--- src/core/csr_pkg.sv ---
package csr_pkg;

  // ********************************************************
  // Widths
  // ********************************************************
  localparam int DW        = 8;
  localparam int PW        = 16;
  localparam int NIB       = 4;
  localparam int BANK_LOG2 = 3;
  localparam int BIT_LOG2  = 3;

  // ********************************************************
  // Register addresses in the special function space
  // ********************************************************
  localparam logic [7:0] ADDR_SP  = 8'h81;
  localparam logic [7:0] ADDR_DPL = 8'h82;
  localparam logic [7:0] ADDR_DPH = 8'h83;
  localparam logic [7:0] ADDR_PSW = 8'hD0;
  localparam logic [7:0] ADDR_ACC = 8'hE0;

  // ********************************************************
  // Reset values
  // ********************************************************
  localparam logic [7:0] RST_SP  = 8'h07;
  localparam logic [7:0] RST_DPL = 8'h00;
  localparam logic [7:0] RST_DPH = 8'h00;
  localparam logic [7:0] RST_PSW = 8'h00;
  localparam logic [7:0] RST_ACC = 8'h00;

  // ********************************************************
  // Status word fields
  // ********************************************************
  localparam int PSW_CARRY = 7;
  localparam int PSW_NIBC  = 6;
  localparam int PSW_UFA   = 5;
  localparam int PSW_RSH   = 4;
  localparam int PSW_RSL   = 3;
  localparam int PSW_OVF   = 2;
  localparam int PSW_UFB   = 1;
  localparam int PSW_PAR   = 0;
  localparam logic [7:0] PSW_WR_MASK = 8'hFE;
  localparam logic [7:0] BYTE_MAX    = 8'hFF;

  // ********************************************************
  // Arithmetic operations, one-hot
  // ********************************************************
  typedef enum logic [5:0] {
    ALU_NONE = 6'h01,
    ALU_ADD  = 6'h02,
    ALU_ADD_CARRY  = 6'h04,
    ALU_SUB_BORROW = 6'h08,
    ALU_MUL  = 6'h10,
    ALU_DIV  = 6'h20
  } csr_alu_op_e;

endpackage : csr_pkg
--- src/core/csr_arith.sv ---
`timescale 1ns/1ps
module csr_arith (
  input  wire csr_pkg::csr_alu_op_e op_i,
  input  wire logic [7:0]           a_i,
  input  wire logic [7:0]           opnd_i,
  input  wire logic [7:0]           b_i,
  input  wire logic                 cy_i,
  output logic       [7:0]          res_o,
  output logic       [7:0]          b_res_o,
  output logic                      b_wr_o,
  output logic                      res_wr_o,
  output logic                      flag_wr_o,
  output logic                      cy_o,
  output logic                      ac_o,
  output logic                      ov_o
);

  logic [8:0]  sum9;
  logic [4:0]  nib5;
  logic [15:0] prod;
  logic        cin;

  always_comb
  begin
    cin = (op_i == csr_pkg::ALU_ADD) ? 1'b0 : cy_i;
    sum9 = 9'h000;
    nib5 = 5'h00;
    prod = 16'h0000;
    res_o = a_i;
    b_res_o = b_i;
    b_wr_o = 1'b0;
    res_wr_o = 1'b0;
    flag_wr_o = 1'b0;
    cy_o = 1'b0;
    ac_o = 1'b0;
    ov_o = 1'b0;
    unique case (op_i)
      csr_pkg::ALU_NONE: ;
      csr_pkg::ALU_ADD, csr_pkg::ALU_ADD_CARRY:
      begin
        sum9 = {1'b0, a_i} + {1'b0, opnd_i} + {8'h00, cin};
        nib5 = {1'b0, a_i[3:0]} + {1'b0, opnd_i[3:0]} + {4'h0, cin};
        res_o = sum9[7:0];
        res_wr_o = 1'b1;
        flag_wr_o = 1'b1;
        cy_o = sum9[8];
        ac_o = nib5[csr_pkg::NIB];
        ov_o = (a_i[7] == opnd_i[7]) && (sum9[7] != a_i[7]);
      end
      csr_pkg::ALU_SUB_BORROW:
      begin
        sum9 = {1'b0, a_i} - {1'b0, opnd_i} - {8'h00, cin};
        nib5 = {1'b0, a_i[3:0]} - {1'b0, opnd_i[3:0]} - {4'h0, cin};
        res_o = sum9[7:0];
        res_wr_o = 1'b1;
        flag_wr_o = 1'b1;
        cy_o = sum9[8];
        ac_o = nib5[csr_pkg::NIB];
        ov_o = (a_i[7] != opnd_i[7]) && (sum9[7] != a_i[7]);
      end
      csr_pkg::ALU_MUL:
      begin
        prod = a_i * b_i;
        res_o = prod[7:0];
        b_res_o = prod[15:8];
        b_wr_o = 1'b1;
        res_wr_o = 1'b1;
        flag_wr_o = 1'b1;
        ov_o = (prod[15:8] != 8'h00);
      end
      csr_pkg::ALU_DIV:
      begin
        flag_wr_o = 1'b1;
        // Divide by zero leaves both operands untouched
        if (b_i == 8'h00)
          ov_o = 1'b1;
        else
        begin
          res_o = a_i / b_i;
          b_res_o = a_i % b_i;
          b_wr_o = 1'b1;
          res_wr_o = 1'b1;
        end
      end
      default: ;
    endcase
  end

endmodule : csr_arith

--- src/core/csr_core_regs.sv ---
// How it works
// - Push increments pointer, then stores at it
// - Stack pointer resets to 0x07
// - Data pointer bytes form one 16-bit address
// - Carry set on carry or borrow, else cleared
// - Nibble carry set on nibble carry or borrow
// - Status bits 4..3 select working register bank
// - Add/subtract signed overflow sets overflow flag
// - Multiply product above 255 sets overflow
// - Divide by zero sets overflow
// - Those instructions otherwise clear overflow
// - Parity bit read-only, odd parity of accumulator
// - User flags change only by software
// - Accumulator 8-bit, bit-addressable, resets to zero
// - All five registers reachable on every page
`timescale 1ns/1ps
module csr_core_regs (
  input  wire logic                 mclk_i,
  input  wire logic                 sys_rst_i,
  input  wire logic [7:0]           sfr_addr_i,
  input  wire logic                 sfr_rd_i,
  input  wire logic                 sfr_wr_i,
  input  wire logic [7:0]           sfr_wdata_i,
  input  wire logic [7:0]           bit_addr_i,
  input  wire logic                 bit_rd_i,
  input  wire logic                 bit_wr_i,
  input  wire logic                 bit_wdata_i,
  input  wire logic                 push_i,
  input  wire logic [7:0]           push_data_i,
  input  wire logic                 pop_i,
  input  wire logic                 data_pointer_16_load_i,
  input  wire logic [15:0]          data_pointer_16_wdata_i,
  input  wire logic                 data_pointer_16_inc_i,
  input  wire logic                 acc_load_i,
  input  wire logic [7:0]           acc_wdata_i,
  input  wire csr_pkg::csr_alu_op_e alu_op_i,
  input  wire logic [7:0]           alu_operand_i,
  input  wire logic [7:0]           b_reg_i,
  output logic       [7:0]          sfr_rdata_o,
  output logic                      sfr_hit_o,
  output logic                      bit_rdata_o,
  output logic                      bit_hit_o,
  output logic                      stack_wr_o,
  output logic                      stack_rd_o,
  output logic       [7:0]          stack_addr_o,
  output logic       [7:0]          stack_wdata_o,
  output logic       [15:0]         data_pointer_16_o,
  output logic       [7:0]          stack_top_pointer_o,
  output logic       [7:0]          accumulator_o,
  output logic       [7:0]          program_status_word_o,
  output logic       [4:0]          bank_base_o,
  output logic                      b_wr_o,
  output logic       [7:0]          b_wdata_o
);

  // ********************************************************
  // Registers
  // ********************************************************
  logic [7:0] sp_r;
  logic [7:0] sp_nxt;
  logic [7:0] dpl_r;
  logic [7:0] dpl_nxt;
  logic [7:0] dph_r;
  logic [7:0] dph_nxt;
  logic [7:1] psw_r;
  logic [7:1] psw_nxt;
  logic       par_r;
  logic       par_nxt;
  logic [7:0] acc_r;
  logic [7:0] acc_nxt;
  logic [4:0] bank_r;
  logic [7:0] psw_full;

  // Parity has no writable storage bit, so the full word is assembled here
  assign psw_full = {psw_r, par_r};

  // ********************************************************
  // Decode
  // ********************************************************
  // The page select never enters the decode: these five answer
  // on every page.
  logic hit_sp;
  logic hit_dpl;
  logic hit_dph;
  logic hit_psw;
  logic hit_acc;
  logic [7:0] bit_byte;
  logic [2:0] bit_idx;
  logic bhit_psw;
  logic bhit_acc;

  assign hit_sp   = (sfr_addr_i == csr_pkg::ADDR_SP);
  assign hit_dpl  = (sfr_addr_i == csr_pkg::ADDR_DPL);
  assign hit_dph  = (sfr_addr_i == csr_pkg::ADDR_DPH);
  assign hit_psw  = (sfr_addr_i == csr_pkg::ADDR_PSW);
  assign hit_acc  = (sfr_addr_i == csr_pkg::ADDR_ACC);
  assign bit_byte = {bit_addr_i[7:csr_pkg::BIT_LOG2], 3'b000};
  assign bit_idx  = bit_addr_i[csr_pkg::BIT_LOG2-1:0];
  assign bhit_psw = (bit_byte == csr_pkg::ADDR_PSW);
  assign bhit_acc = (bit_byte == csr_pkg::ADDR_ACC);

  // ********************************************************
  // Arithmetic
  // ********************************************************
  logic [7:0] alu_res;
  logic [7:0] alu_b;
  logic       alu_b_wr;
  logic       alu_res_wr;
  logic       alu_flag_wr;
  logic       alu_cy;
  logic       alu_ac;
  logic       alu_ov;
  logic       acc_odd;

  csr_arith csr_arith_inst (
    .op_i      (alu_op_i),
    .a_i       (acc_r),
    .opnd_i    (alu_operand_i),
    .b_i       (b_reg_i),
    .cy_i      (psw_r[csr_pkg::PSW_CARRY]),
    .res_o     (alu_res),
    .b_res_o   (alu_b),
    .b_wr_o    (alu_b_wr),
    .res_wr_o  (alu_res_wr),
    .flag_wr_o (alu_flag_wr),
    .cy_o      (alu_cy),
    .ac_o      (alu_ac),
    .ov_o      (alu_ov)
  );

  csr_parity #(
    .W (csr_pkg::DW)
  ) csr_parity_inst (
    .data_i (acc_nxt),
    .odd_o  (acc_odd)
  );

  // ********************************************************
  // Accumulator
  // ********************************************************
  // Later assignments win: an instruction result beats a
  // register write issued in the same cycle.
  always_comb
  begin
    acc_nxt = acc_r;
    if (sfr_wr_i && hit_acc)
      acc_nxt = sfr_wdata_i;
    if (bit_wr_i && bhit_acc)
      acc_nxt[bit_idx] = bit_wdata_i;
    if (acc_load_i)
      acc_nxt = acc_wdata_i;
    if (alu_res_wr)
      acc_nxt = alu_res;
  end

  always_ff @(posedge mclk_i or posedge sys_rst_i)
  begin
    if (sys_rst_i)
      acc_r <= csr_pkg::RST_ACC;
    else
      acc_r <= acc_nxt;
  end

  // ********************************************************
  // Status word
  // ********************************************************
  always_comb
  begin
    psw_nxt = psw_r;
    if (sfr_wr_i && hit_psw)
      psw_nxt = sfr_wdata_i[7:1] & csr_pkg::PSW_WR_MASK[7:1];
    // Parity position has no storage, so bit writes there drop
    if (bit_wr_i && bhit_psw && (bit_idx != 3'(csr_pkg::PSW_PAR)))
      psw_nxt[bit_idx] = bit_wdata_i;
    if (alu_flag_wr)
    begin
      psw_nxt[csr_pkg::PSW_CARRY] = alu_cy;
      psw_nxt[csr_pkg::PSW_NIBC]  = alu_ac;
      psw_nxt[csr_pkg::PSW_OVF]   = alu_ov;
    end
  end

  always_ff @(posedge mclk_i or posedge sys_rst_i)
  begin
    if (sys_rst_i)
      psw_r <= csr_pkg::RST_PSW[7:1];
    else
      psw_r <= psw_nxt;
  end

  // Tracks the accumulator's next value so it never lags
  assign par_nxt = acc_odd;

  always_ff @(posedge mclk_i or posedge sys_rst_i)
  begin
    if (sys_rst_i)
      par_r <= 1'b0;
    else
      par_r <= par_nxt;
  end

  always_ff @(posedge mclk_i or posedge sys_rst_i)
  begin
    if (sys_rst_i)
      bank_r <= 5'h00;
    else
      bank_r <= {psw_nxt[csr_pkg::PSW_RSH:csr_pkg::PSW_RSL],
                 3'b000};
  end

  // ********************************************************
  // Stack pointer
  // ********************************************************
  // Push takes priority if both arrive together.
  always_comb
  begin
    sp_nxt = sp_r;
    if (sfr_wr_i && hit_sp)
      sp_nxt = sfr_wdata_i;
    if (push_i)
      sp_nxt = sp_r + 8'h01;
    else if (pop_i)
      sp_nxt = sp_r - 8'h01;
  end

  always_ff @(posedge mclk_i or posedge sys_rst_i)
  begin
    if (sys_rst_i)
      sp_r <= csr_pkg::RST_SP;
    else
      sp_r <= sp_nxt;
  end

  always_ff @(posedge mclk_i or posedge sys_rst_i)
  begin
    if (sys_rst_i)
    begin
      stack_wr_o    <= 1'b0;
      stack_rd_o    <= 1'b0;
      stack_addr_o  <= 8'h00;
      stack_wdata_o <= 8'h00;
    end
    else
    begin
      stack_wr_o <= push_i;
      stack_rd_o <= pop_i && !push_i;
      if (push_i)
      begin
        stack_addr_o  <= sp_r + 8'h01;
        stack_wdata_o <= push_data_i;
      end
      else if (pop_i)
        stack_addr_o <= sp_r;
    end
  end

  // ********************************************************
  // Data pointer
  // ********************************************************
  always_comb
  begin
    dpl_nxt = dpl_r;
    dph_nxt = dph_r;
    if (sfr_wr_i && hit_dpl)
      dpl_nxt = sfr_wdata_i;
    if (sfr_wr_i && hit_dph)
      dph_nxt = sfr_wdata_i;
    if (data_pointer_16_load_i)
      {dph_nxt, dpl_nxt} = data_pointer_16_wdata_i;
    else if (data_pointer_16_inc_i)
      {dph_nxt, dpl_nxt} = {dph_r, dpl_r} + 16'h0001;
  end

  always_ff @(posedge mclk_i or posedge sys_rst_i)
  begin
    if (sys_rst_i)
    begin
      dpl_r <= csr_pkg::RST_DPL;
      dph_r <= csr_pkg::RST_DPH;
    end
    else
    begin
      dpl_r <= dpl_nxt;
      dph_r <= dph_nxt;
    end
  end

  // ********************************************************
  // Second operand write-back
  // ********************************************************
  always_ff @(posedge mclk_i or posedge sys_rst_i)
  begin
    if (sys_rst_i)
    begin
      b_wr_o    <= 1'b0;
      b_wdata_o <= 8'h00;
    end
    else
    begin
      b_wr_o <= alu_b_wr;
      if (alu_b_wr)
        b_wdata_o <= alu_b;
    end
  end

  // ********************************************************
  // Read ports
  // ********************************************************
  // Reads see the value held before the edge; unmapped
  // addresses answer zero with the hit flag low.
  always_ff @(posedge mclk_i or posedge sys_rst_i)
  begin
    if (sys_rst_i)
    begin
      sfr_rdata_o <= 8'h00;
      sfr_hit_o   <= 1'b0;
    end
    else if (sfr_rd_i)
    begin
      sfr_hit_o <= hit_sp | hit_dpl | hit_dph | hit_psw | hit_acc;
      if (hit_sp)
        sfr_rdata_o <= sp_r;
      else if (hit_dpl)
        sfr_rdata_o <= dpl_r;
      else if (hit_dph)
        sfr_rdata_o <= dph_r;
      else if (hit_psw)
        sfr_rdata_o <= psw_full;
      else if (hit_acc)
        sfr_rdata_o <= acc_r;
      else
        sfr_rdata_o <= 8'h00;
    end
    else
    begin
      sfr_rdata_o <= 8'h00;
      sfr_hit_o   <= 1'b0;
    end
  end

  always_ff @(posedge mclk_i or posedge sys_rst_i)
  begin
    if (sys_rst_i)
    begin
      bit_rdata_o <= 1'b0;
      bit_hit_o   <= 1'b0;
    end
    else
    begin
      bit_hit_o <= bit_rd_i && (bhit_psw || bhit_acc);
      if (bit_rd_i && bhit_psw)
        bit_rdata_o <= psw_full[bit_idx];
      else if (bit_rd_i && bhit_acc)
        bit_rdata_o <= acc_r[bit_idx];
      else
        bit_rdata_o <= 1'b0;
    end
  end

  // ********************************************************
  // Outputs
  // ********************************************************
  assign data_pointer_16_o     = {dph_r, dpl_r};
  assign stack_top_pointer_o   = sp_r;
  assign accumulator_o         = acc_r;
  assign program_status_word_o = psw_full;
  assign bank_base_o           = bank_r;

endmodule : csr_core_regs

--- src/core/csr_parity.sv ---
`timescale 1ns/1ps
module csr_parity #(
  parameter int W = 8
) (
  input  wire logic [W-1:0] data_i,
  output logic              odd_o
);

  // Odd count of ones gives 1
  assign odd_o = ^data_i;

endmodule : csr_parity

--- config.mk ---
export PLATFORM = sky130hd
export DESIGN_NAME = csr_core_regs
export DESIGN_NICKNAME = d
export VERILOG_FILES = /design/src/core/csr_pkg.sv /design/src/core/csr_arith.sv /design/src/core/csr_core_regs.sv /design/src/core/csr_parity.sv
export SDC_FILE = /design/constraint.sdc
export NUM_CORES = 1
export LEC_CHECK = 0
export BUFFER_PORTS_ARGS = -buffer_cell sky130_fd_sc_hd__buf_2
export CAP_MARGIN = 5
export CORE_MARGIN = 8
export CORE_UTILIZATION = 50
export CTS_BUF_LIST = sky130_fd_sc_hd__clkbuf_4
export CTS_CLUSTER_DIAMETER = 40
export DETAILED_ROUTE_END_ITERATION = 8
export GPL_ROUTABILITY_DRIVEN = 0
export PLACE_DENSITY = 0.83
export SLEW_MARGIN = 20
export SYNTH_ARGS = -nofsm -noshare
export SYNTH_HDL_FRONTEND = slang
export SYNTH_SLANG_ARGS = --single-unit
--- constraint.sdc ---
create_clock -name mclk_i -period 22.1 [get_ports mclk_i]
set_input_delay 5.525 -clock mclk_i [delete_from_list [all_inputs] [get_ports mclk_i]]
set_output_delay 5.525 -clock mclk_i [all_outputs]
set_load 0.02 [all_outputs]
; ---- Word level (Yosys, flattened, before mapping)
; Cells that the tools add are included.
[totals]
in_bits = 90
regBits = 80
[classes]
eq_ne = 16
n_reduce_logical = 28
order_cmp = 2
bitwise = 4
mul = 1
addsub = 11
muxes = 49
div = 2
[op_table]
columns = operator, count
row1 = 8-bit two-way mux, 23
row2 = "8-bit equality test, second input constant", 5
row3 = 8-bit case mux with 4 select lines, 1
row4 = "16-bit by 1-bit adder with 16-bit output, second input constant", 1
row5 = 8-bit by 8-bit multiplier with 16-bit output, 1
row6 = 8-bit case mux with 2 select lines, 1
row7 = 1-bit logical AND, 15
row8 = 7-bit two-way mux, 2
row9 = 3-bit nonzero test, 4
row10 = 1-bit two-way mux, 11
row11 = "5-bit equality test, second input constant", 2
row12 = 8-bit by 8-bit adder with 9-bit output, 1
row13 = 9-bit by 1-bit adder with 9-bit output, 1
row14 = 8-bit by 8-bit subtractor with 9-bit output, 1
row15 = 9-bit by 1-bit subtractor with 9-bit output, 1
row16 = "8-bit by 1-bit adder with 8-bit output, second input constant", 1
row17 = 8-bit bitwise mux, 1
row18 = 8-bit by 8-bit divider with 8-bit output, 1
row19 = 8-bit logical NOT, 1
row20 = 8-bit by 8-bit modulo with 8-bit output, 1
row21 = 1-bit case mux with 2 select lines, 4
row22 = 8-bit nonzero test, 1
row23 = 8-bit parity, 1
row24 = "8-bit by 1-bit subtractor with 8-bit output, second input constant", 1
row25 = other kinds (25), 31

; ---- Depth between registers and ports, before layout
; Gate-level depths: netlist of run 1.
[depth]
ltp_word = 9
ltp_mapped = 57

; ---- Modules after synthesis
; Synthesis of run 1 repeated with hierarchy kept, for this count alone.
[hier_totals]
hier_cells = 1192
hier_area_um2 = 9925.8
[by_module_without_submodules]
columns = mod, cells_per_inst, instances, area_each_um2, seq_area_each_um2
row1 = csr_arith, 649, 1, 4996.0, 0.0
row2 = csr_core_regs, 536, 1, 4868.4, 1955.6
row3 = csr_parity, 7, 1, 61.3, 0.0

; ---- Least setup slack after synthesis of run 1
; No wires, ideal clock.
[synth_timing]
kind = input to register
start = input port b_reg_i[5]
end = register par_r
cell_stages = 51
required_time_ns = 21.966
t_arrival_ns = 16.017
path_buffers = 3
setup_ns = 0.134
setup_slack_ns = 5.949
cell_sequence = buf_6 > nor4_4 > nand3_1 > nor2_1 > a21oi_1 > a21oi_1 > ha_1 > nor3_1 > o32ai_1 > a41oi_1 > nor2_1 > ha_1 > o211ai_1 > a211oi_4 > mux2_2 > ha_1 > o21a_1 > o31a_1 > [... 15 more ...] > a21oi_1 > a21oi_1 > a41oi_1 > clkbuf_1 > nand2_1 > o21ai_0 > inv_1 > fa_1 > nor2b_1 > o31ai_1 > a21oi_1 > o31ai_1 > nand2b_1 > clkbuf_1 > nand2_1 > a31oi_1 > xnor3_1 > xnor3_1
[synth_between]
elab_chain_len = 5
[synth_lines]
columns = item, line_no
row1 = from (decl), csr_core_regs.sv:38  ; input wire logic [7:0] b_reg_i,
row2 = 8-bit by 8-bit divider with 8-bit output / 8-bit logical NOT (equally long branches), "csr_arith.sv:79, csr_arith.sv:75"
row3 = 8-bit two-way mux / 1-bit two-way mux (equally long branches), csr_arith.sv:75  ; if (b_i == 8'h00)
row4 = 8-bit case mux with 4 select lines / 1-bit case mux with 2 select lines (equally long branches), csr_arith.sv:37  ; unique case (op_i)
row5 = 8-bit two-way mux (*), csr_core_regs.sv:152  ; if (alu_res_wr)
row6 = net acc_nxt[0], csr_core_regs.sv:70  ; logic [7:0] acc_nxt;
row7 = 8-bit parity (*), csr_parity.sv:10  ; assign odd_o = ^data_i;
row8 = net acc_odd, csr_core_regs.sv:113  ; logic acc_odd;
row9 = to (signal assigned), csr_core_regs.sv:199  ; par_r <= par_nxt;
row10 = to (decl), csr_core_regs.sv:67  ; logic par_r;
; The timed path passes the listed nets; every way through them passes the cells marked *.
; A chain may end at the register's enable or synchronous reset.

; ---- Worst setup path after layout of run 1
[layout_timing]
start = input port b_reg_i[2]
end = register par_r
; Same word-level chain as after synthesis.

==> results.sh, run 1 <==
export IMPL_hold_viol=0
export IMPL_synth_main_ff_cell="dfrtp_1"
export IMPL_dieHeight_um=155.3
export IMPL_dp_slack_ns=4.120
export IMPL_overflow=0
export IMPL_status="completed"
export IMPL_synthXorXnorAreaFrac=0.05702
export IMPL_drt_pass1_iterations=7
export IMPL_worst_slack_ns=4.585
export IMPL_reg2reg_depth=43
export IMPL_floorplan_initialDensity=0.5033
export IMPL_antennaDiodeCount=0
export IMPL_synth_adder_area_share=0.2149
export IMPL_ys_seq_area_frac=0.2016
export IMPL_slew_violations=0
export IMPL_path_class="in -> reg"
export IMPL_insertion_delay_ns=0.47
export IMPL_netlist_area_leader_share=0.1935
export IMPL_core_area_mm2=0.01927
export IMPL_max_slew_margin=0.3395
export IMPL_crit_arrival_ns=17.89
export IMPL_tns_ns=0
export IMPL_cp_start_kind="primary input"
export IMPL_first_global_vias=9367
export IMPL_worst_pin_slew_ns=0.9842
export IMPL_setup_violations_final=0
export IMPL_area_growth_pct=11.28
export IMPL_drc_errors=0
export IMPL_min_period_ns=17.51
export IMPL_place_hpwl_mm=24.76
export IMPL_crit_slowest_cell="a21oi_1"
export IMPL_io_buffer_count=169
export IMPL_antenna_found_initial=0
export IMPL_synthCells=1190
export IMPL_grt_pass1_wl_mm=49.12
export IMPL_skew_ns=0.02691
export IMPL_synth_seq_cells=78
export IMPL_path_max_fanout=13
export IMPL_via_per_inst=6.135
export IMPL_drv_cap=0
export IMPL_root_buffer="clkbuf_4"
export IMPL_synth_area_per_cell_um2=8.151
export IMPL_yosysTopAreaCell="dfrtp_1"
export IMPL_post_cts_buffers=0
export IMPL_synth_area_mm2=0.009699
export IMPL_dieWidth_um=155.3
export IMPL_cp_end_kind="flop"
export IMPL_drt_wl_total_mm=31.58
export IMPL_synthTopCellsByArea="dfrtp_1 (19%), ha_1 (13%), fa_1 (8.5%)"
export IMPL_rows=51
export IMPL_yosysMostFrequentCell="nor2_1"
export IMPL_wire_per_inst_um=19.89
export IMPL_clk_pin_slew_ns=0.16
export IMPL_clock_path_buffers=2
export IMPL_postRouteAntennaNets=0
export IMPL_die_area_mm2=0.02411
export IMPL_initialDrtViolationCount=911
export IMPL_synthSimpleGateAreaFrac=0.1791
export IMPL_drive_gt1_frac=0.1791
export IMPL_synth_async_sr_flop_share=1.000
export IMPL_cts_buffers=9
export IMPL_post_route_util=0.5601
export IMPL_fin_crit_sh=0.7925
export IMPL_fmax_mhz=57.10
export IMPL_ctsResizeCount=0
export IMPL_synth_common_cells="nor2_1 (131), a21oi_1 (104), ha_1 (101)"
export IMPL_synth_cell_types=79
export IMPL_num_fill_cells=1813
export IMPL_synth_compound_area_frac=0.2168
export IMPL_leakagePower_nw=5.263
export IMPL_layout_nets=1550
export IMPL_worst_ep_required_time_ns=22.47
export IMPL_ys_warn_count=0
export IMPL_vias=9743
export IMPL_synth_edf_count=0
export IMPL_ctsHoldBuffers=0
export IMPL_hold_depth=1
export IMPL_hold_path_class="reg -> reg"
export IMPL_cpPeakStageDelay_ns=0.64
export IMPL_cts_sinks=78
export IMPL_powerDensity_mw_per_mm2=96.29
export IMPL_synth_top_family_by_area="compound AO/OA/AOI/OAI gates"
export IMPL_htreeDepth=3
export IMPL_io_pins=173
export IMPL_synthMuxAreaShare=0.06424
export IMPL_vdd_drop_max_uv=148.7
export IMPL_grt_use_total=0.2553
export IMPL_tritoncts="done"
export IMPL_grt_max_degree=79
export IMPL_rsz0062_at_grt="no"
-- per-layer routing --
layer  part of all wire  global-route usage  up-vias
li1                   -                   -     4458
met1               0.37              0.3076     4575
met2               0.47              0.4265      584
met3               0.10             0.04938      126
met4              0.053              0.1335        0
met5                  0                   0        -
-- per-stage QoR --
stage	hold slack [ns]	area, µm²	cells	power [mW]
detailed placement	0.4894	10660	1572	0.9424
floorplan	0.6060	9707	1192	0.7322
global route	0.5573	10790	1588	1.121
finish	0.5221	10790	1588	1.039
global placement	0.4855	10660	1572	0.9119
CTS	0.5239	10780	1588	1.029
-- layout make-up --
type	count	area, µm²	area share
Clock buffer	9	67.56	0.006260
Clock inverter	7	58.81	0.005449
Inverter	101	380.4	0.03524
Multi-Input combinational cell	955	7119	0.6596
Sequential cell	78	1956	0.1812
Tap cell	265	331.6	0.03072
Timing Repair Buffer	173	879.6	0.08150
-- critical path: cells and delay by family --
kind,cells,cell delay [ns]
buf+inv,2,0.55
mux,3,1.19
simple gates,9,1.80
xor+xnor,2,0.58
fa+ha+maj,7,2.29
compound gates,24,5.93
-- final timing paths --
check / start / end / slack, ns
worst max register to register: accumulator_o[7] / par_r / 9.59
worst min-delay path: stack_wdata_o[4] / stack_wdata_o[4] / 0.52
worst max-delay path: b_reg_i[2] / par_r / 4.59
worst min register to register: stack_wdata_o[4] / stack_wdata_o[4] / 0.52
min in group asynchronous: sys_rst_i / b_wr_o / 5.21
max in group asynchronous: sys_rst_i / stack_top_pointer_o[6] / 16.37
-- layout by cell type, fill, tap and decap left out, drive strengths merged, types with 14 or more instances in the layout --
cell and instances:
inv 98, nand2 97, dfrtp 75, nand2b 17
nand3 22, a21oi 106, nor3 25, mux2i 33
nor2b 16, o211ai 14, a211oi 15, mux2 25
o21a 19, ha 101, o21ai 69, fa 41
buf 173, xnor2 36, nor2 131, xor2 22
-- logic make-up after synthesis --
| logic type | Yosys count |
|---|---|
| AND/OR/NAND/NOR | 368 |
| XOR/XNOR | 60 |
| adder cells (fa/ha/maj) | 142 |
| AO/OA/AOI/OAI | 324 |
| flip-flops | 78 |
| other | 1 |
| multiplexers | 58 |
| buffers and inverters | 159 |
-- where the power goes --
part	switching, mW	internal, mW
clock	0.0608	0.0247
combinational	0.442	0.294
sequential	0.0447	0.173
-- state kept, by name, summed over array words and instances, names as in the netlist --
register,count
stack_wr_o,1
b_wdata_o,8
stack_rd_o,1
dph_r,8
sfr_rdata_o,8
bit_rdata_o,1
par_r,1
dpl_r,8
psw_r,7
accumulator_o,8
b_wr_o,1
sfr_hit_o,1
bit_hit_o,1
stack_addr_o,8
stack_top_pointer_o,8
stack_wdata_o,8
Power figures use the tool's default switching activity.
==> run 2: changes to the inputs <==
Clock period 22.1 ns to 18.29 ns, I/O delays scaled along.
==> results.sh, run 2 (same netlist as run 1, synthesis figures left out) <==
export IMPL_path_class="in -> reg"
export IMPL_finalPower_mw=1.244
export IMPL_p_sw_frac=0.5239
export IMPL_leakagePower_nw=5.266
export IMPL_io_buffer_count=169
export IMPL_initialDrtViolationCount=849
export IMPL_rows=51
export IMPL_cpPeakStageDelay_ns=0.63
export IMPL_die_area_mm2=0.02411
export IMPL_r2r_slack_ns=5.83
export IMPL_max_slew_margin=0.3270
export IMPL_area_growth_pct=11.48
export IMPL_postRouteAntennaNets=0
export IMPL_crit_slowest_cell="a41oi_2"
export IMPL_min_period_ns=16.53
export IMPL_grt_max_degree=79
export IMPL_wire_per_inst_um=19.61
export IMPL_rsz0062_at_grt="no"
export IMPL_fmax_mhz=60.49
export IMPL_root_buffer="clkbuf_4"
export IMPL_drc_errors=0
export IMPL_worst_pin_slew_ns=1.003
export IMPL_ctsHoldBuffers=0
export IMPL_cp_end_kind="flop"
export IMPL_ctsResizeCount=0
export IMPL_via_per_inst=6.074
export IMPL_hold_path_class="reg -> reg"
export IMPL_final_common_cell="buf_2"
export IMPL_mostFrequentLayoutCells="buf_2 (169), nor2_1 (131), a21oi_1 (104)"
export IMPL_post_route_util=0.5611
export IMPL_fin_crit_sh=0.9039
export IMPL_place_hpwl_mm=24.73
export IMPL_drive_gt1_frac=0.1791
export IMPL_status="completed"
export IMPL_drt_wl_total_mm=31.18
export IMPL_crit_family="compound AO/OA/AOI/OAI gates"
export IMPL_pwr_share_comb=0.704
export IMPL_post_cts_buffers=0
export IMPL_dieHeight_um=155.3
export IMPL_slew_violations=0
export IMPL_insertion_delay_ns=0.46
export IMPL_grt_use_total=0.2551
export IMPL_path_max_fanout=13
export IMPL_setup_violations_final=0
export IMPL_core_area_mm2=0.01927
export IMPL_tritoncts="done"
export IMPL_p_int_mw=0.5924
export IMPL_floorplan_initialDensity=0.5033
export IMPL_powerDensity_mw_per_mm2=115.1
export IMPL_worst_ep_required_time_ns=18.61
export IMPL_drv_cap=0
export IMPL_p_sw_mw=0.6520
export IMPL_cts_buffers=9
export IMPL_clock_path_buffers=2
export IMPL_antenna_found_initial=2
export IMPL_io_pins=173
export IMPL_layout_nets=1550
export IMPL_hold_viol=0
export IMPL_skew_ns=0.02764
export IMPL_overflow=0
export IMPL_dieWidth_um=155.3
export IMPL_clk_pin_slew_ns=0.14
export IMPL_vias=9658
export IMPL_drt_pass1_iterations=7
export IMPL_crit_arrival_ns=16.85
export IMPL_grt_pass1_wl_mm=49.40
export IMPL_tns_ns=0
export IMPL_cts_sinks=78
export IMPL_num_fill_cells=1805
export IMPL_seqPwrFrac=0.216
export IMPL_vdd_drop_max_uv=196.2
export IMPL_htreeDepth=3
export IMPL_cp_start_kind="primary input"
export IMPL_power_frac_clock=0.080
export IMPL_first_global_vias=9525
export IMPL_path_buf_inv=3
[run 2: cell count changes in the layout (fill, tap and decap cells not counted)]
cell / change
buf_16: +1
buf_6: -1
clkinv_4: -1
clkinvlp_4: +1
diode_2: +2
[run 2: final cells by class]
| cell class | instances | area (µm²) | share of cell area |
|---|---|---|---|
| multi-input combinational | 955 | 7119 | 0.6584 |
| sequential | 78 | 1956 | 0.1809 |
| timing repair buffer | 173 | 895.9 | 0.08285 |
| inverter | 101 | 380.4 | 0.03518 |
| tap | 265 | 331.6 | 0.03066 |
| clock buffer | 9 | 67.56 | 0.006249 |
| clock inverter | 7 | 57.56 | 0.005323 |
| antenna | 2 | 5.005 | 0.0004629 |
[run 2: path summary, 6_finish.rpt]
kind,start,endpoint,cells after the start
min in group asynchronous,sys_rst_i,b_wdata_o[4],3
min reg2reg,b_wdata_o[7],b_wdata_o[7],2
min,b_wdata_o[7],b_wdata_o[7],2
max reg2reg,accumulator_o[7],par_r,44
max in group asynchronous,sys_rst_i,stack_top_pointer_o[0],4
max,b_reg_i[3],par_r,47
[run 2: metrics by stage]
| step | cell area, µm² | worst slack (ns) | hold slack (ns) | cells |
|---|---|---|---|---|
| 4_1_cts | 10770 | 1.775 | 0.5273 | 1587 |
| 6_report | 10810 | 1.758 | 0.5194 | 1590 |
| 2_1_floorplan | 9707 | 3.092 | 0.6060 | 1192 |
| 3_5_place_dp | 10650 | 1.289 | 0.4935 | 1571 |
| 5_1_grt | 10810 | 0.9386 | 0.5483 | 1590 |
| 3_3_place_gp | 10650 | 1.892 | 0.4858 | 1571 |
[run 2: power groups by stage]
stage / Combinational, mW / Clock (mW) / Sequential, mW
3_5_place_dp: 0.864 / 0 / 0.270
3_3_place_gp: 0.831 / 0 / 0.269
2_1_floorplan: 0.605 / 0 / 0.280
6_report: 0.877 / 0.0995 / 0.268
4_1_cts: 0.869 / 0.102 / 0.266
5_1_grt: 0.960 / 0.109 / 0.273
[run 2: worst register-to-register path: cells and delay by family, from the launching register on]
kind | cells | cell delay (ns)
multiplexers | 4 | 1.60
flip-flops | 1 | 0.80
adder cells (fa/ha/maj) | 8 | 2.56
XOR/XNOR | 2 | 0.58
buffers and inverters | 1 | 0.08
AO/OA/AOI/OAI | 21 | 5.12
AND/OR/NAND/NOR | 8 | 1.63
[run 2: layer usage]
layer  wire (µm)  track usage  share of wire  vias up
met5           0            0              0        -
li1            -            -              -     4458
met1       11660       0.3038           0.37     4512
met3        3178      0.05021           0.10      117
met4        1706       0.1335          0.055        0
met2       14640       0.4301           0.47      571
==> run 3: changes to the inputs <==
Clock period 18.29 ns to 19.1 ns, I/O delays scaled along.
==> results.sh, run 3 (same netlist as run 1, synthesis figures left out) <==
export IMPL_floorplan_initialDensity=0.5033
export IMPL_core_area_mm2=0.01927
export IMPL_place_hpwl_mm=24.68
export IMPL_initialDrtViolationCount=855
export IMPL_tns_ns=0
export IMPL_overflow=0
export IMPL_r2r_slack_ns=6.56
export IMPL_cp_startpoint="b_reg_i[3]"
export IMPL_powerDensity_mw_per_mm2=110.8
export IMPL_htreeDepth=3
export IMPL_cp_end_kind="flop"
export IMPL_io_pins=173
export IMPL_io_buffer_count=169
export IMPL_hold_depth=2
export IMPL_cts_sinks=78
export IMPL_rows=51
export IMPL_die_area_mm2=0.02411
export IMPL_via_per_inst=6.126
export IMPL_skew_ns=0.02795
export IMPL_finalPower_mw=1.199
export IMPL_drc_errors=2
export IMPL_rsz0062_at_grt="no"
export IMPL_post_cts_buffers=0
export IMPL_hold_start="b_wdata_o[7]"
export IMPL_seqPwrFrac=0.211
export IMPL_hold_end="b_wdata_o[7]"
export IMPL_p_int_mw=0.5688
export IMPL_cpPeakStageDelay_ns=0.65
export IMPL_grt_use_total=0.2545
export IMPL_ctsResizeCount=0
export IMPL_crit_slowest_cell="a41oi_2"
export IMPL_vdd_drop_max_uv=206.9
export IMPL_vias=9741
export IMPL_drv_cap=0
export IMPL_seqCellArea_mm2=0.001956
export IMPL_crit_reg2reg_launch="accumulator_o[7]"
export IMPL_crit_arrival_ns=17.12
export IMPL_pwr_share_comb=0.709
export IMPL_layout_nets=1551
export IMPL_path_class="in -> reg"
export IMPL_multiInputGateArea_mm2=0.007119
export IMPL_path_max_fanout=13
export IMPL_dieHeight_um=155.3
export IMPL_drt_wl_total_mm=31.29
export IMPL_worst_pin_slew_ns=0.9627
export IMPL_placed_area_mm2=0.01066
export IMPL_fin_crit_sh=0.8797
export IMPL_mostFrequentLayoutCells="buf_2 (169), nor2_1 (131), a21oi_1 (104)"
export IMPL_crit_family="compound AO/OA/AOI/OAI gates"
export IMPL_grt_max_degree=79
export IMPL_first_global_vias=9509
export IMPL_setup_violations_final=0
export IMPL_clk_pin_slew_ns=0.15
export IMPL_fmax_mhz=59.52
export IMPL_p_sw_mw=0.6301
export IMPL_cts_buffers=9
export IMPL_clock_path_buffers=2
export IMPL_p_sw_frac=0.5256
export IMPL_final_common_cell="buf_2"
export IMPL_wire_per_inst_um=19.68
export IMPL_num_fill_cells=1802
export IMPL_finish_instance_area_mm2=0.01082
export IMPL_root_buffer="clkbuf_4"
export IMPL_reg2reg_depth=44
export IMPL_hold_path_class="reg -> reg"
export IMPL_status="finished with violations"
export IMPL_cp_start_kind="primary input"
export IMPL_insertion_delay_ns=0.45
export IMPL_violations="DRC"
export IMPL_power_frac_clock=0.080
export IMPL_drive_gt1_frac=0.1798
export IMPL_antenna_found_initial=1
export IMPL_grt_pass1_wl_mm=49.34
export IMPL_drt_pass1_iterations=8
export IMPL_hold_viol=0
export IMPL_slew_violations=0
export IMPL_rr_endpoint="par_r"
export IMPL_area_growth_pct=11.53
export IMPL_leakagePower_nw=5.271
export IMPL_worst_ep_required_time_ns=19.42
export IMPL_min_period_ns=16.80
export IMPL_ctsHoldBuffers=0
export IMPL_dieWidth_um=155.3
export IMPL_postRouteAntennaNets=0
export IMPL_tritoncts="done"
export IMPL_path_buf_inv=2
export IMPL_max_slew_margin=0.3539
## run 3: how the worst max path moves through the flow
stage	to	depth (start not counted)
after floorplan	par_r	51
final	par_r	47
after global routing	par_r	47
after CTS	par_r	47
after global placement	par_r	47
after detailed placement	par_r	47
## run 3: per-stage QoR
step                      utilization  setup WS, ns  hold slack [ns]  std cells
after global routing           0.5614         1.391           0.5401       1590
after detailed placement       0.5529         1.832           0.4899       1572
after floorplan                     -         3.699           0.6060       1192
after global placement         0.5529         2.493           0.4860       1572
final                          0.5614         2.298           0.5186       1590
after CTS                      0.5594         2.275           0.5241       1588
## run 3: power by group through the flow
stage	clock, mW	combinational (mW)	sequential, mW
2_1_floorplan	0	0.579	0.268
3_3_place_gp	0	0.802	0.253
3_5_place_dp	0	0.837	0.254
4_1_cts	0.0973	0.841	0.251
5_1_grt	0.104	0.934	0.257
6_report	0.0957	0.850	0.253
## run 3: worst register-to-register path: cells and delay by family, from the launching register on
| family | cells | cell delay, ns |
|---|---|---|
| DFF | 1 | 0.82 |
| muxes | 3 | 1.20 |
| xor gates and xnor gates | 2 | 0.58 |
| AOI/OAI and AO/OA | 24 | 5.96 |
| adders and majority gates | 8 | 2.57 |
| and+or+nand+nor | 7 | 1.30 |
## run 3: metal layers
| metal | track usage | wire [µm] | up-vias |
|---|---|---|---|
| met2 | 0.4242 | 14760 | 562 |
| met5 | 0 | 0 | - |
| li1 | - | - | 4460 |
| met1 | 0.3064 | 11690 | 4592 |
| met3 | 0.04549 | 3105 | 127 |
| met4 | 0.1428 | 1730 | 0 |
## run 3: final cells by class
class,count,share of cell area
antenna,1,0.0002313
sequential,78,0.1808
clock buffer,9,0.006246
timing repair buffer,174,0.08351
multi-input combinational,955,0.6581
tap,265,0.03065
clock inverter,7,0.005320
inverter,101,0.03516
